[src/design/btr_pkg.sv]
// btr_pkg: constants of the 8-bit basic timer with rtc mode
// assumes an 8-bit register port and a 100 MHz mclk
package btr_pkg;
  // register offsets
  localparam logic [7:0] ADDR_MODE = 8'hd8;
  localparam logic [7:0] ADDR_COUNT = 8'hd9;
  localparam logic [7:0] ADDR_STATUS = 8'hde;
  localparam logic [7:0] ADDR_MASK = 8'hdf;
  // mode register fields
  localparam int MODE_RUN_BIT = 7;
  localparam int MODE_PRE_HI = 6;
  localparam int MODE_PRE_LO = 4;
  localparam int MODE_RTC_BIT = 3;
  localparam logic [7:0] MODE_RW_MASK = 8'hf8;
  // status and mask fields
  localparam int STS_OVF = 0;
  localparam int STS_WAKE = 1;
  localparam int STS_W = 2;
  // reset values
  localparam logic [7:0] RESET_BYTE = 8'h00;
  localparam logic [STS_W-1:0] RESET_STS = 2'h0;
  // counter and dividers
  localparam int CNT_W = 8;
  localparam logic [CNT_W-1:0] COUNT_FULL = 8'hff;
  localparam int PRE_W = 8;
  localparam int RTC_DIV_W = 6;
  localparam logic [RTC_DIV_W-1:0] RTC_DIV_LAST = 6'h3f;
  localparam logic [7:0] IRQ_VECTOR = 8'h08;
  // rtc source and its interval
  localparam int RTC_SRC_HZ = 32768;
  localparam real RTC_INTERVAL_S = 0.5;
  localparam int SYNC_STAGES = 3;
endpackage

[src/design/btr_tick_if.sv]
// btr_tick_if: timer clock request and tick between core and divider
// assumes both ends on mclk
`timescale 1ns/1ns
`default_nettype none
interface btr_tick_if;
  logic run;
  logic rtcMode;
  logic [2:0] prescale;
  logic tick;
  modport gen (input run, input rtcMode, input prescale, output tick);
  modport core (output run, output rtcMode, output prescale, input tick);
endinterface
`default_nettype wire

[src/design/btr_tick_gen.sv]
// btr_tick_gen: prescaler of the instruction clock and rtc divider
// assumes a synchronised, filtered rtc level on mclk
`timescale 1ns/1ns
`default_nettype none
module btr_tick_gen
  import btr_pkg::*;
(
  // clock and reset
  input wire logic mclk,
  input wire logic rst,
  input wire logic clkEn,
  // rtc source level, already synchronised
  input wire logic rtcLevel,
  // to the counter core
  btr_tick_if.gen tk
);
  logic [PRE_W-1:0] pre;
  logic [PRE_W-1:0] preMask;
  logic [RTC_DIV_W-1:0] rtcDiv;
  logic rtcPrev;
  logic rtcRise;
  logic preHit;

  // divide by 256 at code 0 down to 2 at code 7
  assign preMask = PRE_W'(8'hff >> tk.prescale);
  assign preHit = (pre & preMask) == preMask;
  assign rtcRise = rtcLevel && !rtcPrev;

  always_ff @(posedge mclk or posedge rst) begin
    if (rst) begin
      pre <= '0;
    end else if (clkEn) begin
      if (!tk.run) begin
        pre <= '0;
      end else begin
        pre <= PRE_W'(pre + 1'b1);
      end
    end
  end

  always_ff @(posedge mclk or posedge rst) begin
    if (rst) begin
      rtcPrev <= 1'b0;
      rtcDiv <= '0;
    end else if (clkEn) begin
      rtcPrev <= rtcLevel;
      if (rtcRise) begin
        rtcDiv <= RTC_DIV_W'(rtcDiv + 1'b1);
      end
    end
  end

  // rtc tick ignores the prescale field
  assign tk.tick = tk.rtcMode ? (rtcRise && rtcDiv == RTC_DIV_LAST) : preHit;
endmodule
`default_nettype wire

[src/design/btr_timer_top.sv]
// btr_timer_top: 8-bit basic up timer with rtc mode and green wake
// assumes an 8-bit register port on mclk and a 32768 Hz pin
//
// Contract
// - run bit low holds, high counts
// - 8-bit counter steps once per tick
// - rollover sets sticky overflow flag
// - enabled overflow raises interrupt to vector 8
// - no reload; software rewrites the count
// - prescale field divides by 256 to 2
// - rtc select uses 32768 Hz divided by 64
// - rtc usable only with rtc build option
// - rtc mode gives 256 counts, 0.5 s
// - prescale ignored in rtc mode
// - counts in green mode, overflow wakes
// - flag sets even with interrupt disabled
`timescale 1ns/1ns
`default_nettype none
module btr_timer_top
  import btr_pkg::*;
(
  // clock, reset, enable
  input wire logic mclk,
  input wire logic rst,
  input wire logic clkEn,
  // register port
  input wire logic [7:0] regAddr,
  input wire logic [7:0] regWrData,
  input wire logic regWr,
  input wire logic regRd,
  output logic [7:0] regRdData,
  // rtc source pin and build option
  input wire logic rtcClkPin,
  input wire logic rtcOptionEn,
  // power mode and wake
  input wire logic greenMode,
  output logic wakeReq,
  // interrupt
  output logic irq,
  output logic [7:0] irqVector
);
  import btr_pkg::*;

  btr_tick_if tk ();

  logic [7:0] modeReg;
  logic [CNT_W-1:0] count;
  logic [STS_W-1:0] status;
  logic [STS_W-1:0] mask;
  logic [STS_W-1:0] events;
  logic [SYNC_STAGES-1:0] rtcSync;
  logic rtcLevel;
  logic optLatched;
  logic optDone;
  logic wrMode;
  logic wrCount;
  logic wrMask;
  logic rdStatus;
  logic step;
  logic ovfEvt;
  logic [7:0] next_rdData;

  // register decode
  assign wrMode = regWr && regAddr == ADDR_MODE;
  assign wrCount = regWr && regAddr == ADDR_COUNT;
  assign wrMask = regWr && regAddr == ADDR_MASK;
  assign rdStatus = regRd && regAddr == ADDR_STATUS;

  // build option caught after reset release
  always_ff @(posedge mclk or posedge rst) begin
    if (rst) begin
      optDone <= 1'b0;
      optLatched <= 1'b0;
    end else if (clkEn && !optDone) begin
      optDone <= 1'b1;
      optLatched <= rtcOptionEn;
    end
  end

  // rtc pin synchroniser, level moves when stages two and three agree
  always_ff @(posedge mclk or posedge rst) begin
    if (rst) begin
      rtcSync <= '0;
    end else if (clkEn) begin
      rtcSync <= {rtcSync[SYNC_STAGES-2:0], rtcClkPin};
    end
  end

  always_ff @(posedge mclk or posedge rst) begin
    if (rst) begin
      rtcLevel <= 1'b0;
    end else if (clkEn && rtcSync[1] == rtcSync[2]) begin
      rtcLevel <= rtcSync[2];
    end
  end

  // mode register
  always_ff @(posedge mclk or posedge rst) begin
    if (rst) begin
      modeReg <= RESET_BYTE;
    end else if (clkEn && wrMode) begin
      modeReg <= regWrData & MODE_RW_MASK;
    end
  end

  assign tk.run = modeReg[MODE_RUN_BIT];
  assign tk.prescale = modeReg[MODE_PRE_HI:MODE_PRE_LO];
  assign tk.rtcMode = modeReg[MODE_RTC_BIT] && optLatched;

  btr_tick_gen u_tick (
    .mclk(mclk),
    .rst(rst),
    .clkEn(clkEn),
    .rtcLevel(rtcLevel),
    .tk(tk)
  );

  // counter: no reload, rolls on through zero
  assign step = clkEn && tk.run && tk.tick;
  assign ovfEvt = step && !wrCount && count == COUNT_FULL;

  always_ff @(posedge mclk or posedge rst) begin
    if (rst) begin
      count <= RESET_BYTE;
    end else if (clkEn) begin
      if (wrCount) begin
        count <= regWrData;
      end else if (step) begin
        count <= CNT_W'(count + 1'b1);
      end
    end
  end

  // events keep running in green mode
  assign events[STS_OVF] = ovfEvt;
  assign events[STS_WAKE] = ovfEvt && greenMode;

  // sticky status, read clears, a new event wins
  always_ff @(posedge mclk or posedge rst) begin
    if (rst) begin
      status <= RESET_STS;
    end else if (clkEn) begin
      if (rdStatus) begin
        status <= events;
      end else begin
        status <= status | events;
      end
    end
  end

  // mask: bit 0 is the overflow interrupt enable
  always_ff @(posedge mclk or posedge rst) begin
    if (rst) begin
      mask <= RESET_STS;
    end else if (clkEn && wrMask) begin
      mask <= regWrData[STS_W-1:0];
    end
  end

  assign irq = |(status & mask);
  assign irqVector = IRQ_VECTOR;

  // wake pulse back to the previous mode
  always_ff @(posedge mclk or posedge rst) begin
    if (rst) begin
      wakeReq <= 1'b0;
    end else if (clkEn) begin
      wakeReq <= events[STS_WAKE];
    end
  end

  // read data, valid only in the cycle after the strobe
  always_comb begin
    next_rdData = RESET_BYTE;
    if (regRd) begin
      unique case (regAddr)
        ADDR_MODE: next_rdData = modeReg;
        ADDR_COUNT: next_rdData = count;
        ADDR_STATUS: next_rdData = {6'h00, status};
        ADDR_MASK: next_rdData = {6'h00, mask};
        default: next_rdData = RESET_BYTE;
      endcase
    end
  end

  always_ff @(posedge mclk or posedge rst) begin
    if (rst) begin
      regRdData <= RESET_BYTE;
    end else if (clkEn) begin
      regRdData <= next_rdData;
    end
  end
endmodule
`default_nettype wire

[config.mk]
export PLATFORM = sky130hd
export DESIGN_NAME = btr_timer_top
export DESIGN_NICKNAME = d
export VERILOG_FILES = /design/src/design/btr_pkg.sv /design/src/design/btr_tick_if.sv /design/src/design/btr_tick_gen.sv /design/src/design/btr_timer_top.sv
export SDC_FILE = /design/constraint.sdc
export NUM_CORES = 1
export LEC_CHECK = 0
export ABC_AREA = 1
export BUFFER_PORTS_ARGS = -buffer_cell sky130_fd_sc_hd__buf_2
export CORE_AREA = 2 2 88 90
export CTS_BUF_LIST = sky130_fd_sc_hd__clkbuf_16
export CTS_CLUSTER_SIZE = 10
export DETAILED_ROUTE_END_ITERATION = 8
export DIE_AREA = 0 0 90 92
export HOLD_SLACK_MARGIN = 0.06
export PLACE_DENSITY_LB_ADDON = 0.12
export SKIP_CTS_REPAIR_TIMING = 1
export SYNTH_ARGS = -nofsm -noshare
export SYNTH_HDL_FRONTEND = slang
export SYNTH_SLANG_ARGS = --single-unit
[constraint.sdc]
create_clock -name mclk -period 1.35 [get_ports mclk]
set_input_delay 0.3375 -clock mclk [delete_from_list [all_inputs] [get_ports mclk]]
set_output_delay 0.3375 -clock mclk [all_outputs]
set_load 0.1 [all_outputs]
[Yosys cells after proc, flatten, opt, wreduce, memory -nomap -nowiden]
Index checks and enable logic that the tools add are counted.
Word-level totals
  word-level logic and storage cells: 58
  flip-flop bits (word level): 47
Operators by class
  equality and inequality tests: 8
  bitwise gates (word level): 3
  shifts and indexed selects: 1
  muxes and demuxes: 7
  reductions and logical operators: 23
  add/subtract/negate cells: 3
Operators by type and width (number)
  equality test 8 bit (second input constant): 5
  two-way mux 8 bit: 4
  one-hot mux 8 bit (4 select lines): 1
  adder 8 x 1 -> 8 bit (second input constant): 2
  logical AND 1 bit: 16
  bitwise AND 8 bit: 1
  equality test 8 bit: 1
  right shift 8 x 3 -> 8 bit (first input constant): 1
  adder 6 x 1 -> 6 bit (second input constant): 1
  equality test 6 bit (second input constant): 1
  AND reduction 2 bit: 2
  zero test 1 bit: 3
  bitwise AND 2 bit: 1
  two-way mux 2 bit: 1
  bitwise OR 2 bit: 1
  nonzero test 2 bit: 1
  OR reduction 2 bit: 1
  equality test 1 bit: 1
  two-way mux 1 bit: 1

[Depth between registers and ports, before layout]
  word-level depth: 10
  gate-level depth with buffers: 11
  gate-level depth less buffers: 11

[Modules after synthesis]
From an unflattened synthesis, not the netlist that was laid out.
Second synthesis, totals
  cells, all modules: 354
  area, all modules: 2725.1 sq um
Modules (own cells, without submodules)
  btr_timer_top: instances 1, seq. area each 800.8 sq um, area each 1844.3 sq um, cells an instance 245
  btr_tick_gen: instances 1, seq. area each 375.4 sq um, area each 880.8 sq um, cells an instance 109

[Worst setup path before layout]
No wires, ideal clock.
  path kind: register to output
  start: register status[1]
  end: output port irq
  path slack: -0.091 ns
  cell stages (with the launch flop): 2
  arrival time: 1.104 ns
  path buffers: 0
  path through: dfrtp_1 > a22o_1
On the way
  word-level cells in the longest chain between the ends: 2
RTL lines
  start: declaration: RTL line btr_timer_top.sv:48  | logic [STS_W-1:0] status;
  start signal: assignment: RTL line btr_timer_top.sv:144  | status <= events;
  start signal: assignment: RTL line btr_timer_top.sv:146  | status <= status | events;
  bitwise AND 2 bit: RTL line btr_timer_top.sv:160  | assign irq = |(status & mask);
  OR reduction 2 bit: RTL line btr_timer_top.sv:160
  end: declaration: RTL line btr_timer_top.sv:39  | output logic irq,
Every way passes these cells.

[Final worst setup path]
  start: register u_tick.rtcDiv[1]
  end: register count[3]
On the way
  word-level cells in the longest chain between the ends: 6
RTL lines
  start: declaration: RTL line btr_tick_gen.sv:19  | logic [RTC_DIV_W-1:0] rtcDiv;
  start signal: assignment: RTL line btr_tick_gen.sv:48  | rtcDiv <= RTC_DIV_W'(rtcDiv + 1'b1);
  equality test 6 bit: RTL line btr_tick_gen.sv:54  | assign tk.tick = tk.rtcMode ? (rtcRise && rtcDiv == RTC_DIV_LAST) : preHit;
  logical AND 1 bit: RTL line btr_tick_gen.sv:54
  two-way mux 1 bit: RTL line btr_tick_gen.sv:54
  logical AND 1 bit: RTL line btr_timer_top.sv:119  | assign step = clkEn && tk.run && tk.tick;
  nonzero test 2 bit (no line)
  AND reduction 2 bit (no line)
  end signal: assignment: RTL line btr_timer_top.sv:127  | count <= regWrData;
  end signal: assignment: RTL line btr_timer_top.sv:129  | count <= CNT_W'(count + 1'b1);
  end: declaration: RTL line btr_timer_top.sv:47  | logic [CNT_W-1:0] count;
Every way passes these cells.
A chain may end at the register's enable or synchronous reset.

==> results by group <==
Logic synthesis
  – Post-synthesis sequential area ratio: 46.6%
  – Number of synthesized flops with an enable pin: 0
  – Mux share of post-synthesis cell area: 0%
  – Warnings from Yosys: 0
  – Synth cell count leaders: 101 x nand2_1, 47 x dfrtp_1, 33 x inv_1
  – Post-synthesis compound-gate area fraction: 10.6%
  – Synth Area in Adders: 1.49%
  – Main combinational cell family by area after synthesis: simple AND/OR/NAND/NOR gates
  – Async S/R FF share, synth: 100%
  – Synth area leader: dfrtp_1
  – Synth top area share: 46.6%
  – Largest cells by area after synthesis: dfrtp_1 47%, nand2_1 15%, inv_1 4.9%
  – Mapped Cells: ~320
  – Simple logic cell fraction of the synthesized area: 27.4%
  – Synth cell types: 33
  – Avg Cell Area, Syn: 8.01 um^2
  – Xor/xnor cell area share of the yosys netlist: 4.51%
  – Synth Flop Type: dfrtp_1
  – Synth Cell Area: 2520 um^2
  – Cell with the most instances after synthesis: nand2_1
  – FF+latch count, synth: between 40 and 50

Final layout
  – Share of cells above drive strength 1: 34.3%
  – Fin cells: 499
  – Filler cells: 745
  – Ant. Diodes: 0
  – Final Net Count: roughly 420
  – P&R area growth vs syn: 45.1%

Setup path
  – Worst EP arrival: 1.71 ns
  – Worst setup SP type: flip-flop
  – Reg2reg start: u_tick.rtcDiv[1]$_DFFE_PP0P_
  – CP Capture Type: flip-flop
  – Top delay family on crit path: simple AND/OR/NAND/NOR gates
  – Req. time, crit path: 1.57 ns
  – CP max FO: 8
  – Slowest stage delay, CP: 0.39 ns
  – Cells on worst reg2reg path: 9
  – FF-to-FF End: count[3]$_DFFE_PP0P_
  – Reg-to-reg slack, setup: -0.14 ns
  – CP bufs+invs: 0
  – WS Path Type: reg2reg
  – Slowest cell on the critical path: dfrtp_1
  – Most used cell along the critical path: nand2_8
  – CP Launch Point: u_tick.rtcDiv[1]$_DFFE_PP0P_
  – Cell Chain, Critical Path: ha_2 -> and3_4 -> a21oi_4 -> nor2_4 -> nand2_4 -> nand2_8 -> nand2_8 -> nand2_2 -> nand2_1

Power and ir drop
  – Peak supply drop: roughly 0.58 mV
  – Pwr per Cell Area: 935 nW/um^2
  – Tot Pwr: 0.00342 W
  – P_leak: 1.77 nW

Timing
  – Final Hold Viols: 0
  – RSZ-0062 raised after global routing: yes
  – Final period util: 110%
  – Slew Limit Fails: 0
  – Min Hold Slack: between 0.09 and 0.1 ns
  – Min cycle time layout: 1.49 ns
  – Clock Skews: ~0.0060 ns
  – Final setup vio count: 11
  – Fin Setup TNS: -1.08 ns
  – Fmax: approximately 670 MHz
  – Post-route setup slack: -0.140 ns

Place
  – Placer Congestion: 0.788
  – Detail Placement HPWL: 4610 um
  – Port Buffer Count: 33
  – Placed insts: 490

Min path
  – Min-Delay Path Class: in2async

GRT
  – Total grt overflow: 0
  – Vias in the first global route: 2,142
  – Largest net degree at the start of global routing: 48
  – Number of antenna violations at the first check in global routing: 0
  – Total Routing Usage GR: 15.0%
  – First-pass GRT wire length: 10,100 um

Drt
  – Final ANT Viol Nets: 0
  – DRC viols: 0
  – DR iter-0 viols: 100
  – Drt total wl: 6170 um
  – Via Count: 2,294
  – DR pass1 iterations: 4
  – Wire per inst: 12.4 um
  – Vias per inst: 4.60

Clocking
  – H-tree Lvls: 2
  – Num CTS Buffers: 5
  – TritonCTS clock tree: yes
  – CTS Sinks: 47
  – Clock transition at path regs: 0.06 ns
  – CTS root buffer: clkbuf_16
  – Clock buffer depth: 2
  – Skew-Pair Late Insertion Delay: 0.28 ns

Run status
  – Failing checks: negative setup slack
  – Status: finished, violations left

Die
  – Core area: 7450 um^2
  – IO Pins: 42
  – Initial core utilization: roughly 34%
  – # rows: 32
  – Chip height: 92 um
  – Die area: about 8300 um^2
  – Die width: 90 um

Job
  – Max cap viols: 0
## worst max path at each step
| stage | end | depth (start not counted) |
|---|---|---|
| floorplan | count[5]$_DFFE_PP0P_ | 9 |
| global placement | status[0]$_DFFE_PP0P_ | 9 |
| detailed placement | mask[0]$_DFFE_PP0P_ | 9 |
| CTS | irq | 2 |
| global route | count[3]$_DFFE_PP0P_ | 9 |
| finish | count[3]$_DFFE_PP0P_ | 9 |
## power breakdown
group	leakage, nW	switching, W	internal [W]	total, W
sequential	0.629	0.0000503	0.00148	0.00153
combinational	1.07	0.000301	0.000209	0.000510
clock	0.0759	0.000513	0.000863	0.00138
## cell type report
type / instances / area (um^2) / share of cell area, %
timing repair buffer: 81 / 724 / 19.8
tap: 102 / 128 / 3.49
clock buffer: 5 / 125 / 3.42
multi-input combinational: 224 / 1320 / 36.1
clock inverter: 2 / 37.5 / 1.03
inverter: 38 / 146 / 4.00
sequential: 47 / 1180 / 32.2
## worst register-to-register path, delay by kind of cell (launching register included)
| family | cells | cell delay (ns) |
|---|---|---|
| fa+ha+maj | 1 | 0.21 |
| simple gates | 7 | 0.66 |
| flops | 1 | 0.39 |
| compound gates | 1 | 0.17 |
## through the flow
stage,util [%],instance area (um^2),setup WS (ns)
2_1_floorplan,-,2550,0.0402
3_3_place_gp,44.2,3290,-0.167
3_5_place_dp,44.2,3290,-0.177
4_1_cts,46.4,3460,-0.215
5_1_grt,49.1,3660,-0.225
6_report,49.1,3660,-0.140
## cells by family after synthesis
logic type,Yosys count
XOR/XNOR,13
flip-flops,47
adder cells (fa/ha/maj),3
AO/OA/AOI/OAI,44
buffers and inverters,51
AND/OR/NAND/NOR,155
other,2
## per-layer routing
metal  routed length [um]  GRT usage [%]
met5                    0              0
met4                  114           4.62
met3                  232           2.96
met2                 2880           23.6
met1                 2950           20.8
## registers in the layout (all words and copies together), names as in the netlist
signal / count
optLatched: 1
count: 8
u_tick.pre: 8
u_tick.rtcDiv: 6
rtcSync: 3
status: 2
u_tick.rtcPrev: 1
rtcLevel: 1
modeReg: 5
mask: 2
optDone: 1
regRdData: 8
wakeReq: 1
## cell usage in the layout (no fill, tap or decap), types with 2 or more instances in the layout
cell type	instances
clkbuf_16	5
xnor2_1	5
nand3_1	22
nor2_1	8
inv_1	30
nor2_4	5
buf_12	13
nand3_2	3
nand2_4	3
o21ai_1	10
nand2_1	88
clkinvlp_4	2
buf_4	43
nand2_8	2
xor2_1	8
nor2_2	2
nand2_2	13
o21ai_0	16
buf_2	23
o22ai_1	5
nand4_1	4
ha_4	2
a22o_1	5
dfrtp_1	46
conb_1	8
inv_2	6
Power figures use the tool's default switching activity.
